<file path="config.mk">
export PLATFORM = sky130hd
export DESIGN_NAME = pts_pwm_regs
export DESIGN_NICKNAME = d
export VERILOG_FILES = /design/src/logic/pts_pkg.sv /design/src/logic/pts_event_filter.sv /design/src/logic/pts_pwm_regs.sv
export SDC_FILE = /design/constraint.sdc
export NUM_CORES = 1
export LEC_CHECK = 0
export BUFFER_PORTS_ARGS = -buffer_cell sky130_fd_sc_hd__buf_2
export CAP_MARGIN = 20
export CORE_ASPECT_RATIO = 0.75
export CORE_MARGIN = 5
export CORE_UTILIZATION = 35
export DETAILED_ROUTE_END_ITERATION = 10
export GPL_ROUTABILITY_DRIVEN = 0
export GPL_TIMING_DRIVEN = 1
export PLACE_DENSITY_LB_ADDON = 0.25
export SYNTH_ARGS = -nofsm -noshare
export SYNTH_HDL_FRONTEND = slang
export SYNTH_HIERARCHICAL = 1
export SYNTH_SLANG_ARGS = --single-unit
</file>
<file path="constraint.sdc">
create_clock -name sys_clk -period 3.9 [get_ports sys_clk]
set_input_delay 0.78 -clock sys_clk [delete_from_list [all_inputs] [get_ports sys_clk]]
set_output_delay 0.78 -clock sys_clk [all_outputs]
set_load 0.02 [all_outputs]
</file>
<file path="src/logic/pts_pkg.sv">
// Package: register map, reset values, field layout and types of the block
`default_nettype none
package pts_pkg;

  // ------------------------------------------------------------
  // Register indices (byte address is four times the index)
  // ------------------------------------------------------------
  localparam logic [15:0] IDX_SAMPLE_CTRL  = 16'hf4ab;
  localparam logic [15:0] IDX_DIV_CTRL     = 16'hf4ac;
  localparam logic [15:0] IDX_PERIOD_LOW   = 16'hf4b0;
  localparam logic [15:0] IDX_PERIOD_HIGH  = 16'hf4b1;
  localparam logic [15:0] IDX_DUTY_LOW     = 16'hf4b2;
  localparam logic [15:0] IDX_DUTY_HIGH    = 16'hf4b3;
  localparam logic [15:0] IDX_COUNT_LOW    = 16'hf4b4;
  localparam logic [15:0] IDX_COUNT_HIGH   = 16'hf4b5;
  localparam logic [15:0] IDX_MODE_CTRL    = 16'hf4c0;
  localparam logic [15:0] IDX_STATUS       = 16'hf4c1;

  // ------------------------------------------------------------
  // Reset values and field layout
  // ------------------------------------------------------------
  localparam logic [7:0]  RST_SAMPLE_CTRL  = 8'h00;
  localparam logic [7:0]  RST_DIV_CTRL     = 8'h00;
  localparam logic [7:0]  RST_PERIOD_BYTE  = 8'hff;
  localparam logic [7:0]  RST_DUTY_BYTE    = 8'h00;
  localparam logic [15:0] RST_COUNT        = 16'h0000;
  localparam logic [7:0]  RST_MODE_CTRL    = 8'h00;
  localparam logic [7:0]  SAMPLE_CTRL_MASK = 8'h33;
  localparam logic [7:0]  DIV_CTRL_MASK    = 8'h07;
  localparam int          EVT1_SEL_POS     = 4;
  localparam int          EVT0_SEL_POS     = 0;
  localparam logic [15:0] PERIOD_ZERO_SUB  = 16'h0001;

  // ------------------------------------------------------------
  // Timing constants
  // ------------------------------------------------------------
  localparam logic [4:0]  WIN_BASE         = 5'h02;
  localparam logic [2:0]  DIV_CODE_ILLEGAL = 3'h7;

  typedef enum logic [1:0] {
    SRC_LOW_SPEED = 2'b00,
    SRC_OSC       = 2'b01,
    SRC_UNUSED    = 2'b10,
    SRC_EXTERNAL  = 2'b11
  } pts_clk_src_t;

  // Own mode register layout, bit 7 down to bit 0
  typedef struct packed {
    logic         ch5Run;
    logic         sysClkHigh;
    pts_clk_src_t ch5Src;
    pts_clk_src_t ch4Src;
    logic         deadTimeEnable;
    logic         pairCoupling;
  } pts_mode_t;

  // Outputs toward the pwm channel logic
  typedef struct packed {
    logic        ch4Tick;
    logic        ch5Tick;
    logic [1:0]  ch4Event;
    logic [1:0]  ch5Event;
    logic        ch5Out;
    logic [15:0] deadTime;
  } pts_pwm_out_t;

endpackage : pts_pkg
`default_nettype wire

</file>
<file path="src/logic/pts_event_filter.sv">
// Stability filter for one event input, counted in sampling ticks
`default_nettype none
module pts_event_filter (
  input  wire logic       sys_clk,
  input  wire logic       reset,
  input  wire logic       clkEn,
  input  wire logic       sampleTick,
  input  wire logic [4:0] window,
  input  wire logic       din,
  output var  logic       dout
);
  import pts_pkg::*;

  logic [4:0] stableCnt_r;

  always_ff @(posedge sys_clk) begin
    if (reset) begin
      stableCnt_r <= 5'h00;
      dout        <= 1'b0;
    end else if (clkEn && sampleTick) begin
      if (din == dout) begin
        stableCnt_r <= 5'h00;
      end else if (stableCnt_r + 5'h01 >= window) begin
        dout        <= din;
        stableCnt_r <= 5'h00;
      end else begin
        stableCnt_r <= stableCnt_r + 5'h01;
      end
    end
  end

endmodule : pts_event_filter
`default_nettype wire

</file>
<file path="src/logic/pts_pwm_regs.sv">
// Event sampling, clock divider and channel five registers behind APB
//
// The implementer's own choice: the APB register port.
`default_nettype none
module pts_pwm_regs (
  input  wire logic                 sys_clk,
  input  wire logic                 reset,
  input  wire logic                 clkEn,
  input  wire logic                 psel,
  input  wire logic                 penable,
  input  wire logic                 pwrite,
  input  wire logic [31:0]          paddr,
  input  wire logic [31:0]          pwdata,
  output var  logic [31:0]          prdata,
  output var  logic                 pready,
  output var  logic                 pslverr,
  input  wire logic                 lowSpeedClkPin,
  input  wire logic                 oscClkPin,
  input  wire logic                 extClkPin,
  input  wire logic [1:0]           eventPin,
  output var  pts_pkg::pts_pwm_out_t pwmOut
);
  import pts_pkg::*;

  // ------------------------------------------------------------
  // Helper functions
  // ------------------------------------------------------------
  function automatic logic srcTick(input pts_clk_src_t sel,
                                   input logic ls, input logic osc,
                                   input logic ext);
    unique case (sel)
      SRC_LOW_SPEED: srcTick = ls;
      SRC_OSC:       srcTick = osc;
      SRC_EXTERNAL:  srcTick = ext;
      default:       srcTick = 1'b0;
    endcase
  endfunction : srcTick

  function automatic logic [4:0] sampleWindow(input logic [1:0] code,
                                              input logic oscMode);
    sampleWindow = oscMode ? 5'(WIN_BASE << code) : WIN_BASE;
  endfunction : sampleWindow

  function automatic logic [5:0] divMask(input logic [2:0] code);
    divMask = (code == DIV_CODE_ILLEGAL) ? 6'h00
                                         : 6'((7'h01 << code) - 7'h01);
  endfunction : divMask

  function automatic logic hitIdx(input logic [31:0] addr,
                                  input logic [15:0] idx);
    hitIdx = (addr == {14'h0000, idx, 2'b00});
  endfunction : hitIdx

  // ------------------------------------------------------------
  // Pin synchronisers and edge detection
  // ------------------------------------------------------------
  logic [4:0] pinSync1_r;
  logic [4:0] pinSync2_r;
  logic [2:0] clkPrev_r;
  logic       lsTick;
  logic       oscTick;
  logic       extTick;

  always_ff @(posedge sys_clk) begin
    if (reset) begin
      pinSync1_r <= 5'h00;
      pinSync2_r <= 5'h00;
      clkPrev_r  <= 3'h0;
    end else if (clkEn) begin
      pinSync1_r <= {eventPin, extClkPin, oscClkPin, lowSpeedClkPin};
      pinSync2_r <= pinSync1_r;
      clkPrev_r  <= pinSync2_r[2:0];
    end
  end

  assign lsTick  = clkEn & pinSync2_r[0] & ~clkPrev_r[0];
  assign oscTick = clkEn & pinSync2_r[1] & ~clkPrev_r[1];
  assign extTick = clkEn & pinSync2_r[2] & ~clkPrev_r[2];

  // ------------------------------------------------------------
  // Registers
  // ------------------------------------------------------------
  logic [7:0]  sampleCtrl_r;
  logic [7:0]  divCtrl_r;
  logic [7:0]  periodLow_r;
  logic [7:0]  periodHigh_r;
  logic [15:0] periodBuf_r;
  logic [15:0] duty_r;
  logic [15:0] count_r;
  logic [7:0]  countHighLatch_r;
  pts_mode_t   mode_r;
  logic [5:0]  prescale_r;
  logic        ch5Out_r;
  logic [31:0] prdata_nxt;
  logic        addrOk;
  logic        setupPh;
  logic        wrAcc;
  logic        rdAcc;
  logic        countReadable;
  logic [15:0] periodWr;

  assign setupPh = psel & ~penable;
  assign wrAcc   = clkEn & psel & penable & pwrite;
  assign rdAcc   = clkEn & setupPh & ~pwrite;
  assign pready  = 1'b1;

  always_ff @(posedge sys_clk) begin
    if (reset) begin
      sampleCtrl_r <= RST_SAMPLE_CTRL;
      divCtrl_r    <= RST_DIV_CTRL;
      mode_r       <= pts_mode_t'(RST_MODE_CTRL);
    end else if (wrAcc) begin
      if (hitIdx(paddr, IDX_SAMPLE_CTRL)) begin
        sampleCtrl_r <= pwdata[7:0] & SAMPLE_CTRL_MASK;
      end
      if (hitIdx(paddr, IDX_DIV_CTRL)) begin
        divCtrl_r <= pwdata[7:0] & DIV_CTRL_MASK;
      end
      if (hitIdx(paddr, IDX_MODE_CTRL)) begin
        mode_r <= pts_mode_t'(pwdata[7:0]);
      end
    end
  end

  // Period bytes and the buffer the counter compares against
  always_comb begin
    periodWr = {periodHigh_r, periodLow_r};
    if (hitIdx(paddr, IDX_PERIOD_LOW)) begin
      periodWr = {periodHigh_r, pwdata[7:0]};
    end else if (hitIdx(paddr, IDX_PERIOD_HIGH)) begin
      periodWr = {pwdata[7:0], periodLow_r};
    end
  end

  always_ff @(posedge sys_clk) begin
    if (reset) begin
      periodLow_r  <= RST_PERIOD_BYTE;
      periodHigh_r <= RST_PERIOD_BYTE;
      periodBuf_r  <= {RST_PERIOD_BYTE, RST_PERIOD_BYTE};
    end else if (wrAcc && (hitIdx(paddr, IDX_PERIOD_LOW) ||
                           hitIdx(paddr, IDX_PERIOD_HIGH))) begin
      periodLow_r  <= periodWr[7:0];
      periodHigh_r <= periodWr[15:8];
      // Byte writes pass through a transient value; each byte write loads the buffer at once
      periodBuf_r  <= (periodWr == 16'h0000) ? PERIOD_ZERO_SUB
                                             : periodWr;
    end
  end

  always_ff @(posedge sys_clk) begin
    if (reset) begin
      duty_r <= {RST_DUTY_BYTE, RST_DUTY_BYTE};
    end else if (wrAcc) begin
      if (hitIdx(paddr, IDX_DUTY_LOW)) begin
        duty_r[7:0] <= pwdata[7:0];
      end
      if (hitIdx(paddr, IDX_DUTY_HIGH)) begin
        duty_r[15:8] <= pwdata[7:0];
      end
    end
  end

  // ------------------------------------------------------------
  // Channel four divider and channel ticks
  // ------------------------------------------------------------
  logic ch4SrcTick;
  logic ch4Tick;
  logic ch5Tick;

  assign ch4SrcTick = srcTick(mode_r.ch4Src, lsTick, oscTick, extTick);
  assign ch4Tick    = ch4SrcTick &&
    ((prescale_r & divMask(divCtrl_r[2:0])) ==
     divMask(divCtrl_r[2:0]));
  assign ch5Tick    = mode_r.pairCoupling ? ch4Tick :
    srcTick(mode_r.ch5Src, lsTick, oscTick, extTick);

  always_ff @(posedge sys_clk) begin
    if (reset) begin
      prescale_r <= 6'h00;
    end else if (ch4SrcTick) begin
      prescale_r <= prescale_r + 6'h01;
    end
  end

  // ------------------------------------------------------------
  // Event input sampling
  // ------------------------------------------------------------
  logic [1:0] ch4Event;
  logic [1:0] ch5EventOwn;
  logic       ch4OscMode;
  logic       ch5OscMode;
  logic [4:0] ch4Window [2];

  assign ch4OscMode  = (mode_r.ch4Src == SRC_OSC);
  assign ch5OscMode  = (mode_r.ch5Src == SRC_OSC);
  assign ch4Window[0] = sampleWindow(sampleCtrl_r[EVT0_SEL_POS +: 2],
                                     ch4OscMode);
  assign ch4Window[1] = sampleWindow(sampleCtrl_r[EVT1_SEL_POS +: 2],
                                     ch4OscMode);

  for (genvar i = 0; i < 2; i++) begin : g_evt
    pts_event_filter u_ch4 (
      .sys_clk    (sys_clk),
      .reset      (reset),
      .clkEn      (clkEn),
      .sampleTick (ch4OscMode ? oscTick : lsTick),
      .window     (ch4Window[i]),
      .din        (pinSync2_r[3 + i]),
      .dout       (ch4Event[i])
    );
    // Uncoupled channel five has no window setting of its own
    pts_event_filter u_ch5 (
      .sys_clk    (sys_clk),
      .reset      (reset),
      .clkEn      (clkEn),
      .sampleTick (ch5OscMode ? oscTick : lsTick),
      .window     (WIN_BASE),
      .din        (pinSync2_r[3 + i]),
      .dout       (ch5EventOwn[i])
    );
  end

  // ------------------------------------------------------------
  // Channel five counter
  // ------------------------------------------------------------
  logic countWr;

  assign countWr = wrAcc && (hitIdx(paddr, IDX_COUNT_LOW) ||
                             hitIdx(paddr, IDX_COUNT_HIGH));

  always_ff @(posedge sys_clk) begin
    if (reset) begin
      count_r <= RST_COUNT;
    end else if (countWr) begin
      count_r <= RST_COUNT;
    end else if (clkEn && mode_r.ch5Run && ch5Tick) begin
      count_r <= (count_r >= periodBuf_r) ? RST_COUNT
                                          : count_r + 16'h0001;
    end
  end

  always_ff @(posedge sys_clk) begin
    if (reset) begin
      countHighLatch_r <= RST_COUNT[15:8];
    end else if (rdAcc && hitIdx(paddr, IDX_COUNT_LOW)) begin
      // Same edge that captures the low byte, so the pair stays coherent
      countHighLatch_r <= count_r[15:8];
    end
  end

  // Duty compare is off while duty carries the dead time
  always_ff @(posedge sys_clk) begin
    if (reset) begin
      ch5Out_r <= 1'b0;
    end else if (clkEn) begin
      ch5Out_r <= ~(mode_r.pairCoupling & mode_r.deadTimeEnable) &
                  (count_r < duty_r);
    end
  end

  always_comb begin
    pwmOut          = '0;
    pwmOut.ch4Tick  = ch4Tick;
    pwmOut.ch5Tick  = ch5Tick;
    pwmOut.ch4Event = ch4Event;
    pwmOut.ch5Event = mode_r.pairCoupling ? ch4Event : ch5EventOwn;
    pwmOut.ch5Out   = ch5Out_r;
    if (mode_r.pairCoupling && mode_r.deadTimeEnable) begin
      pwmOut.deadTime = duty_r;
    end
  end

  // ------------------------------------------------------------
  // APB read path
  // ------------------------------------------------------------
  assign countReadable = ~mode_r.ch5Run ||
    (mode_r.ch5Src == SRC_LOW_SPEED) ||
    (mode_r.ch5Src == SRC_OSC && mode_r.sysClkHigh);

  always_comb begin
    prdata_nxt = 32'h0000_0000;
    addrOk     = 1'b1;
    if (hitIdx(paddr, IDX_SAMPLE_CTRL)) begin
      prdata_nxt[7:0] = sampleCtrl_r;
    end else if (hitIdx(paddr, IDX_DIV_CTRL)) begin
      prdata_nxt[7:0] = divCtrl_r;
    end else if (hitIdx(paddr, IDX_PERIOD_LOW)) begin
      prdata_nxt[7:0] = periodLow_r;
    end else if (hitIdx(paddr, IDX_PERIOD_HIGH)) begin
      prdata_nxt[7:0] = periodHigh_r;
    end else if (hitIdx(paddr, IDX_DUTY_LOW)) begin
      prdata_nxt[7:0] = duty_r[7:0];
    end else if (hitIdx(paddr, IDX_DUTY_HIGH)) begin
      prdata_nxt[7:0] = duty_r[15:8];
    end else if (hitIdx(paddr, IDX_COUNT_LOW)) begin
      prdata_nxt[7:0] = countReadable ? count_r[7:0] : 8'h00;
    end else if (hitIdx(paddr, IDX_COUNT_HIGH)) begin
      prdata_nxt[7:0] = countReadable ? countHighLatch_r : 8'h00;
    end else if (hitIdx(paddr, IDX_MODE_CTRL)) begin
      prdata_nxt[7:0] = mode_r;
    end else if (hitIdx(paddr, IDX_STATUS)) begin
      prdata_nxt[7:0] = {3'b000, ch5Out_r, pwmOut.ch5Event,
                         ch4Event[1], countReadable};
    end else begin
      addrOk = 1'b0;
    end
  end

  // Read data is captured in the setup phase so it comes from a flop
  always_ff @(posedge sys_clk) begin
    if (reset) begin
      prdata  <= 32'h0000_0000;
      pslverr <= 1'b0;
    end else if (clkEn && setupPh) begin
      prdata  <= pwrite ? 32'h0000_0000 : prdata_nxt;
      pslverr <= ~addrOk;
    end
  end

endmodule : pts_pwm_regs
`default_nettype wire

</file>
Word level (Yosys, flattened, before mapping)

Index checks and enable logic that the tools add are counted.

Add/subtract/negate cells: 7
Order comparisons: 6
Equality and inequality tests: 20
Shift operators: 3
Muxes and demuxes: 45
Bitwise operators: 27
Reductions and logical operators: 28

Operator list:

| operator                                                           | count |
|---|---|
| == test 32 x 18 -> 1 bit (second input constant)                   | 10 |
| two-way mux 8 bit                                                  | 12 |
| two-way mux 16 bit                                                 | 5 |
| two-way mux 5 bit                                                  | 11 |
| adder 5 x 1 -> 5 bit (second input constant)                       | 4 |
| adder 16 x 1 -> 16 bit (second input constant)                     | 1 |
| greater-or-equal comparator 16 bit                                 | 1 |
| logical NOT 16 bit                                                 | 1 |
| less-than comparator 16 bit                                        | 1 |
| bitwise AND 1 bit                                                  | 14 |
| two-way mux 1 bit                                                  | 13 |
| inverter 1 bit                                                     | 12 |
| AND reduction 3 bit                                                | 4 |
| logical AND 1 bit                                                  | 11 |
| greater-or-equal comparator 5 x 2 -> 1 bit (second input constant) | 2 |
| greater-or-equal comparator 5 bit                                  | 2 |
| AND reduction 2 bit                                                | 5 |
| left shift 2 x 2 -> 5 bit (first input constant)                   | 2 |
| adder 6 x 1 -> 6 bit (second input constant)                       | 1 |
| bitwise AND 6 bit                                                  | 1 |
| == test 6 bit                                                      | 1 |
| two-way mux 6 bit                                                  | 1 |
| one-hot mux 1 bit (3 select lines)                                 | 2 |
| left shift 1 x 3 -> 6 bit (first input constant)                   | 1 |
| 9 further kinds                                                    | 18 |

Register bits after elaboration: 164
Input bits: 75
Output and inout bits: 57
Word-level logic and storage cells: 166

Depth between registers and ports, before layout

Gate-level depths: netlist of run 1.

Depth after elaboration: 14
Depth in mapped cells: 11
Gate-level depth less buffers: 10

Modules after synthesis

The synthesis of run 1 kept the hierarchy.

Modules (own cells, without submodules):

| module           | instances | cells an instance | area each (µm²) | seq. area each (µm²) |
|---|---|---|---|---|
| pts_pwm_regs     | 1         | 837               | 6909.1          | 2322.2 |
| pts_event_filter | 4         | 45                | 426.7           | 120.1 |

Worst setup path before layout of run 1

No wires, ideal clock.

Path type: input to output
Start: input clkEn
End: output pwmOut[21] (netlist bit)
Arrival time: 2.254 ns
Required time: 3.120 ns
Setup slack: 0.866 ns
Cell stages on the path: 8
Buffers on the path: 3
Cell sequence: nand3b_1 > or3b_1 > o311a_1 > o31a_1 > buf_2 > buf_2 > nor2_1 > buf_4

Cells in the longest elaborated chain, start to end: 5
Elaborated cells on any way between the ends: 10
Classes of those cells: mux (3); bitwise (6); reduce/logical (1)

Ends and longest elaborated chain:

| element                                           | RTL line                                                   | RTL |
|---|---|---|
| start: declaration                                | pts_pwm_regs.sv:8                                          | `input wire logic clkEn,` |
| bitwise AND 1 bit (on tied branches) (2 in a row) | pts_pwm_regs.sv:78, pts_pwm_regs.sv:76, pts_pwm_regs.sv:77 |  |
| one-hot mux 1 bit (3 select lines)                | pts_pwm_regs.sv:31                                         | `unique case (sel)` |
| logical AND 1 bit                                 | pts_pwm_regs.sv:171                                        | `assign ch4Tick = ch4SrcTick &&` |
| two-way mux 1 bit (*)                             | pts_pwm_regs.sv:174                                        | `assign ch5Tick = mode_r.pairCoupling ? ch4Tick :` |
| end: declaration                                  | pts_pwm_regs.sv:21                                         | `output var pts_pkg::pts_pwm_out_t pwmOut` |

Mark *: on every way between the ends. The rest lies on a longest branch, timed or not.

==> results of run 1 <==
## worst reg2reg max path: cells and delay by family (launching register included)
| family | cells | cell delay (ns) |
|---|---|---|
| flops | 1 | 0.30 |
| buf+inv | 1 | 0.24 |
| compound gates | 3 | 1.21 |
| simple gates | 3 | 0.74 |
## metrics by stage
stage | power, mW | hold slack [ns] | std cells
after global routing | 3.529 | 0.4726 | 1433
after detailed placement | 1.649 | 0.4472 | 1400
final | 3.411 | 0.4526 | 1433
after global placement | 1.648 | 0.4397 | 1400
after CTS | 3.448 | 0.4537 | 1432
after floorplan | 1.601 | 0.4319 | 1052
## path summary, 6_finish.rpt
path | from | endpoint | slack [ns] | cells after the start
worst max-delay path | clkEn | pwmOut[21] | 0.65 | 8
worst min-delay path | duty_r[13] | duty_r[13] | 0.45 | 2
worst max register to register | clkPrev_r[1] | count_r[8] | 1.26 | 7
worst min register to register | duty_r[13] | duty_r[13] | 0.45 | 2
## kinds of logic (layout without fill, tap and decap cells)
logic type | count (synthesis) | count (layout) | share of synthesized area
compound gates | 207 | 207 | 0.1764
xor+xnor | 32 | 32 | 0.03253
fa+ha+maj | 57 | 57 | 0.08278
buf+inv | 138 | 188 | 0.07552
flops | 140 | 140 | 0.3253
mux | 55 | 55 | 0.06477
other cells | 2 | 37 | 0.0008717
simple gates | 386 | 386 | 0.2418
## metal layers
metal | up-vias | global-route usage
li1 | 3735 | -
met1 | 3437 | 0.2721
met2 | 232 | 0.2416
met3 | 26 | 0.03933
met4 | 0 | 0.03841
met5 | - | 0
## synthesized netlist by cell type, types with 8 or more instances
| master | count | area share |
|---|---|---|
| dfxtp_1 | 140 | 0.33 |
| nand3_1 | 43 | 0.025 |
| o21ai_1 | 9 | 0.0052 |
| buf_2 | 13 | 0.0076 |
| nor2b_1 | 27 | 0.020 |
| a21o_1 | 16 | 0.014 |
| nor2_1 | 117 | 0.051 |
| nand4_1 | 12 | 0.0087 |
| o21ai_0 | 17 | 0.0099 |
| nand2_1 | 78 | 0.034 |
| nand2b_1 | 18 | 0.013 |
| nor4_1 | 19 | 0.014 |
| o211ai_1 | 10 | 0.0087 |
| a32o_1 | 12 | 0.014 |
| buf_4 | 29 | 0.025 |
| ha_1 | 57 | 0.083 |
| a211o_1 | 31 | 0.032 |
| a31oi_1 | 8 | 0.0058 |
| nor3_1 | 13 | 0.0076 |
| xnor2_1 | 29 | 0.029 |
| a21oi_1 | 52 | 0.030 |
| and3_1 | 8 | 0.0058 |
| clkbuf_1 | 33 | 0.014 |
| inv_1 | 57 | 0.025 |
| mux2i_1 | 49 | 0.057 |
## power breakdown
group          switching [mW]  internal, mW  total, mW
clock                   0.647          1.14       1.79
combinational           0.127        0.0506      0.178
sequential            0.00473          1.44       1.44
total                   0.779          2.63       3.41
## cell usage in the layout, fill, tap and decap left out, types with 31 or more instances in the layout
cell type / Yosys / routed
dfxtp_1: 140 / 140
nand3_1: 43 / 43
a211o_1: 31 / 31
conb_1: 2 / 37
ha_1: 57 / 57
a21oi_1: 52 / 52
mux2i_1: 49 / 49
nor2_1: 117 / 117
nand2_1: 78 / 78
buf_2: 13 / 81
inv_1: 57 / 57
## flip-flops by register name (all words and copies together) (netlist names)
register,count
count_r,16
duty_r,16
periodBuf_r,16
g_evt.u_ch4/stableCnt_r,10
g_evt.u_ch5/stableCnt_r,10
countHighLatch_r,8
mode_r,8
periodHigh_r,8
periodLow_r,8
prdata,8
prescale_r,6
pinSync1_r,5
pinSync2_r,5
sampleCtrl_r,4
clkPrev_r,3
divCtrl_r,3
g_evt.u_ch4/dout,2
g_evt.u_ch5/dout,2
ch5Out_r,1
pslverr,1
## layout make-up
type	count	area (µm²)
Clock buffer	20	436.7
Clock inverter	12	209.0
Fill cell	2471	14190
Inverter	57	214.0
Multi-Input combinational cell	774	5294
Sequential cell	140	2803
Tap cell	331	414.1
Timing Repair Buffer	99	538.0
==> metrics.md, run 1 <==
| Metric | Value |
|---|---|
| Status | finished clean |
| Cells after Synth | 1017 |
| Die span in y | 145.9 µm |
| WP data required | 3.12 ns |
| Critical path startpoint category | input pin |
| DP Area | 9258 µm² |
| Pre-antenna DRT Iters | 5 |
| Cell family with most CP delay | buffers and inverters |
| Via-to-Cell Ratio | 5.185 |
| CP most frequent cell | buf_2 |
| Netlist cell types | 75 |
| First-pass GRT wire length | 38550 µm |
| Slowest CP cell | o31a_1 |
| Post-CTS Resized | 0 |
| Arrival @ worst endpoint | 2.47 ns |
| Worst min path class | reg2reg |
| Total die area | 27890 µm² |
| Antenna Violating Nets Remaining | 0 |
| Nets | 1221 |
| Site Rows | 49 |
| Met3 wire len | 1769 µm |
| Largest net degree at the start of global routing | 75 |
| Setup Buffers After CTS | 0 |
| Worst VDD drop | 261.7 µV |
| WP buf/inv | 3 |
| Die width | 191.2 µm |
| CP Capture Type | output port |
| MaxCap Viol Count | 0 |
| Vias in the first global route | 6801 |
| Antenna violations before repair | 0 |
| Final core occ | 0.4112 |
| I/O Buffers | 82 |
| Routed via count | 7430 |
| Iter 0 DRT Violations | 662 |
| Hold-fix buffers, CTS | 0 |
| Post-DP HPWL | 18730 µm |
| CTS tree | done |
| Final wirelength | 24750 µm |
| Top Layer Used | met4 |
| Final min period | 3.253 ns |
| Setup violators final | 0 |
| Fmax achieved | 307.4 MHz |
| Wire length on met2 | 10060 µm |
| Clock sinks | 140 |
| CTS Buf Count | 17 |
| Slowest stage delay, CP | 0.37 ns |
| Worst Skew | 0.01295 ns |
| Mapped cell area | 8616 µm² |
| Top FF cell, synth | dfxtp_1 |
| Aggregate negative setup slack | 0 ns |
| N_diodes | 0 |
| Clk pin slew, worst setup/hold paths | 0.06 ns |
| Final WS setup | 0.6466 ns |
| Post-synth ARST share | 0 |
| Critical Path Fanout Max | 14 |
| Synthesized flop and latch total | 140 |
| Crit-path cells | buf_2 -> buf_4 -> and3b_1 -> nand3_1 -> o311a_1 -> o31a_1 -> nor2_1 -> buf_2 |
| Sequential area share after synthesis | 0.3253 |
| Mean Syn Cell Area | 8.472 µm² |
| Clk root buf | clkbuf_16 |
| RSZ-0062 raised after global routing | no |
| Post-Place Worst Slack | 0.5629 ns |
| CTS max path bufs | 2 |
| Pleak | 4.199 nW |
| Remaining global-route overflow | 0 |
| Post-route cell area | 9908 µm² |
| EDFF count, synth | 0 |
| Pins Over Slew Limit | 0 |
| Per-cell routed wire length | 17.27 µm |
| DR DRC count | 0 |
| Slew @ Worst Pin | 0.8598 ns |
| Synth warn | 6 |
| Period utilization | 0.8342 |
| Core footprint | 24090 µm² |
| Layout cells sized above 1 | 0.1534 |
| Final hold vios | 0 |
| H-tree levels | 4 |
| Worst skew pair latency | 0.43 ns |
| I/O Pins | 132 |
| Met1 Wirelength | 12620 µm |
| All-Layer GR Usage | 0.1744 |
| P&R area growth vs syn | 15.00% |
| Initial core utilization | 0.3576 |
| Slew headroom | 0.4268 |
| CP Class | in2out |
| PD cells | 344.2 nW/µm² |
Power figures use the tool's default switching activity.
==> inputs of run 2 (changes only) <==
ABC_AREA = 1   (was unset)
clock period = 2.9 ns   (was 3.9 ns; I/O delays follow)
==> metrics.md, run 2 <==
| Metric | Value |
|---|---|
| Critical path startpoint category | register |
| Largest net degree at the start of global routing | 62 (-17%) |
| Commonest cells after routing, fill and taps aside | nand2_1 (275), inv_1 (171), nor2_1 (162), dfxtp_1 (140), a21oi_1 (93) |
| EDFF count, synth | 0 (unchanged) |
| WP buf/inv | 3 (unchanged) |
| Slowest CP cell | dfxtp_1 |
| RSZ-0062 raised after global routing | no |
| CTS tree | done |
| N_diodes | 0 (unchanged) |
| Remaining global-route overflow | 0 (unchanged) |
| Most frequent cell after synthesis | nand2_1 |
| Arrival @ worst endpoint | 1.99 ns (-0.48 ns) |
| FF-to-FF setup slack | 0.68 ns (-0.58 ns) |
| Slowest stage delay, CP | 0.36 ns (about the same) |
| Period utilization | 0.8871 |
| PD cells | 423.0 nW/µm² (+23%) |
| Slew @ Worst Pin | 0.6283 ns (-0.2315 ns) |
| Placed Cells | 1744 (+25%) |
| Crit-path cells | inv_1 -> nor2_1 -> nand2_1 -> nand3_2 -> o21ai_2 -> inv_2 -> nand2_2 -> a21oi_4 -> buf_2 |
| Setup Buffers After CTS | 0 (unchanged) |
| R2R depth | 10 (+3) |
| Slew headroom | 0.5801 (+0.1533) |
| First-pass GRT wire length | 42450 µm (+10%) |
| Per-cell routed wire length | 15.09 µm (-13%) |
| I/O Buffers | 82 (unchanged) |
| Nets | 1551 (+27%) |
| Pins Over Slew Limit | 0 (unchanged) |
| Worst min path class | in2reg |
| Worst skew pair latency | 0.43 ns (about the same) |
| Sequential cell area | 2803 µm² (unchanged) |
| CTS Buf Count | 17 (unchanged) |
| Core footprint | 25720 µm² (+6.7%) |
| Setup violators final | 0 (unchanged) |
| Area of the multi-input gates | 5339 µm² (+0.85%) |
| Post-synth top area share | 0.3095 (-0.01582) |
| Pleak | 4.861 nW (+16%) |
| Total die area | 29230 µm² (+4.8%) |
| Antenna violations before repair | 0 (unchanged) |
| Antenna Violating Nets Remaining | 0 (unchanged) |
| Routed via count | 8725 (+17%) |
| Layout cells sized above 1 | 0.1453 (-0.008106) |
| Fmax achieved | 388.7 MHz |
| P&R area growth vs syn | 14.59% |
| Clock sinks | 140 (unchanged) |
| Mapped cell area | 9056 µm² (+5.1%) |
| WP data required | 2.32 ns (-0.80 ns) |
| Worst VDD drop | 371.8 µV (+42%) |
| Critical path startpoint | mode_r[2] |
| MaxCap Viol Count | 0 (unchanged) |
| Initial core utilization | 0.3522 (-0.005422) |
| Aggregate negative setup slack | 0 ns (unchanged) |
| Vias in the first global route | 7836 (+15%) |
| Overall Power | 4.389 mW (+29%) |
| Final-layout fill cell count | 2721 (+10%) |
| Clk pin slew, worst setup/hold paths | 0.07 ns (about the same) |
| Die width | 195.7 µm (+2.4%) |
| Hold Crit Start | eventPin[1] |
| I/O Pins | 132 (unchanged) |
| Synthesized flop and latch total | 140 (unchanged) |
| Top FF cell, synth | dfxtp_1 |
| Final wirelength | 26790 µm (+8.3%) |
| WHS Path Cells | 3 (+1) |
| Via-to-Cell Ratio | 4.913 (-5.2%) |
| Yosys top cell by area | dfxtp_1 |
| Cells after Synth | 1325 (+30%) |
| Site Rows | 51 (+4.1%) |
| Hold-fix buffers, CTS | 0 (unchanged) |
| Critical Path Fanout Max | 5 (-9) |
| CP Class | reg2out |
| Final min period | 2.573 ns |
| Hold path endpoint | pinSync1_r[4] |
| Mean Syn Cell Area | 6.835 µm² (-19%) |
| Post-synth ARST share | 0 (unchanged) |
| Most common cell after layout, fill and taps aside | nand2_1 |
| Final hold vios | 0 (unchanged) |
| Sequential area share after synthesis | 0.3095 (-0.01582) |
| Worst Skew | 0.008161 ns (-0.004793 ns) |
| R2r startpoint | count_r[14] |
| DR DRC count | 0 (unchanged) |
| Largest registers | count_r: 16 flops, duty_r: 16 flops, periodBuf_r: 16 flops |
| H-tree levels | 4 (unchanged) |
| Post-Layout Cell Count | 1776 (+24%) |
| Synth area leaders | dfxtp_1 (31%), nand2_1 (11%), ha_1 (7.9%) |
| Post-DP HPWL | 20740 µm (+11%) |
| Top cells by count, synth | nand2_1 (275), inv_1 (171), nor2_1 (162) |
| Die span in y | 149.3 µm (+2.4%) |
| Synth warn | 6 (unchanged) |
| CTS max path bufs | 2 (unchanged) |
| Iter 0 DRT Violations | 662 (unchanged) |
| CP Capture Type | output port |
| Pre-antenna DRT Iters | 5 (unchanged) |
| Netlist cell types | 51 (-32%) |
| Critical R2R Capture | count_r[2] |
| Clk root buf | clkbuf_16 |
| Status | finished clean |
| Cell family with most CP delay | simple AND/OR/NAND/NOR gates |
| Post-CTS Resized | 0 (unchanged) |
| All-Layer GR Usage | 0.1832 (+0.008849) |
run 2: per-stage QoR:
stage                     cell area [µm²]  hold WS, ns  setup slack, ns    util
after global routing                10380       0.3793           0.1459  0.4035
final                               10380       0.3651           0.3275  0.4035
after detailed placement             9799       0.4506           0.2534  0.3811
after floorplan                      9188       0.4339           0.8753       -
after CTS                           10380       0.3548           0.3021  0.4035
after global placement               9799       0.4491           0.2706  0.3811
run 2: worst max-delay path by stage:
stage | to | slack (ns) | cells past startpoint
floorplan | pwmOut[21] | 0.88 | 9
global placement | count_r[6] | 0.27 | 14
detailed placement | count_r[6] | 0.25 | 14
CTS | pwmOut[21] | 0.30 | 9
global route | pwmOut[21] | 0.15 | 9
finish | pwmOut[21] | 0.33 | 9
run 2: final cells by class:
cell class,count,share of cell area
Clock buffer,18,0.04136
Clock inverter,14,0.01435
Inverter,181,0.06643
Multi-Input combinational cell,980,0.5145
Sequential cell,140,0.2701
Tap cell,344,0.04148
Timing Repair Buffer,99,0.05184
run 2: power by group:
group | total (mW) | internal [mW] | switching (mW)
Clock | 2.18 | 1.21 | 0.969
Combinational | 0.260 | 0.0710 | 0.189
Sequential | 1.95 | 1.94 | 0.0100
run 2: routing by layer:
| metal | share of wire | global-route usage | vias up |
|---|---|---|---|
| li1 | - | - | 4461 |
| met1 | 0.52 | 0.2873 | 3936 |
| met2 | 0.38 | 0.2464 | 296 |
| met3 | 0.084 | 0.04403 | 32 |
| met4 | 0.014 | 0.04745 | 0 |
| met5 | 0 | 0 | - |
run 2: worst reg2reg max path: cells and delay by family, from the launching register on:
family          cells  cell delay [ns]
flops               1             0.57
simple gates        5             0.88
compound gates      2             0.30
fa+ha+maj           1             0.31
buf+inv             2             0.09
run 2: cell families after synthesis:
| logic type | count (synthesis) | synth area share |
|---|---|---|
| AOI/OAI and AO/OA | 241 | 0.1549 |
| xor gates and xnor gates | 27 | 0.03274 |
| adders and majority gates | 57 | 0.07875 |
| buffers and inverters | 240 | 0.1155 |
| DFF | 140 | 0.3095 |
| muxes | 2 | 0.002487 |
| other | 2 | 0.0008293 |
| and+or+nand+nor | 616 | 0.3053 |
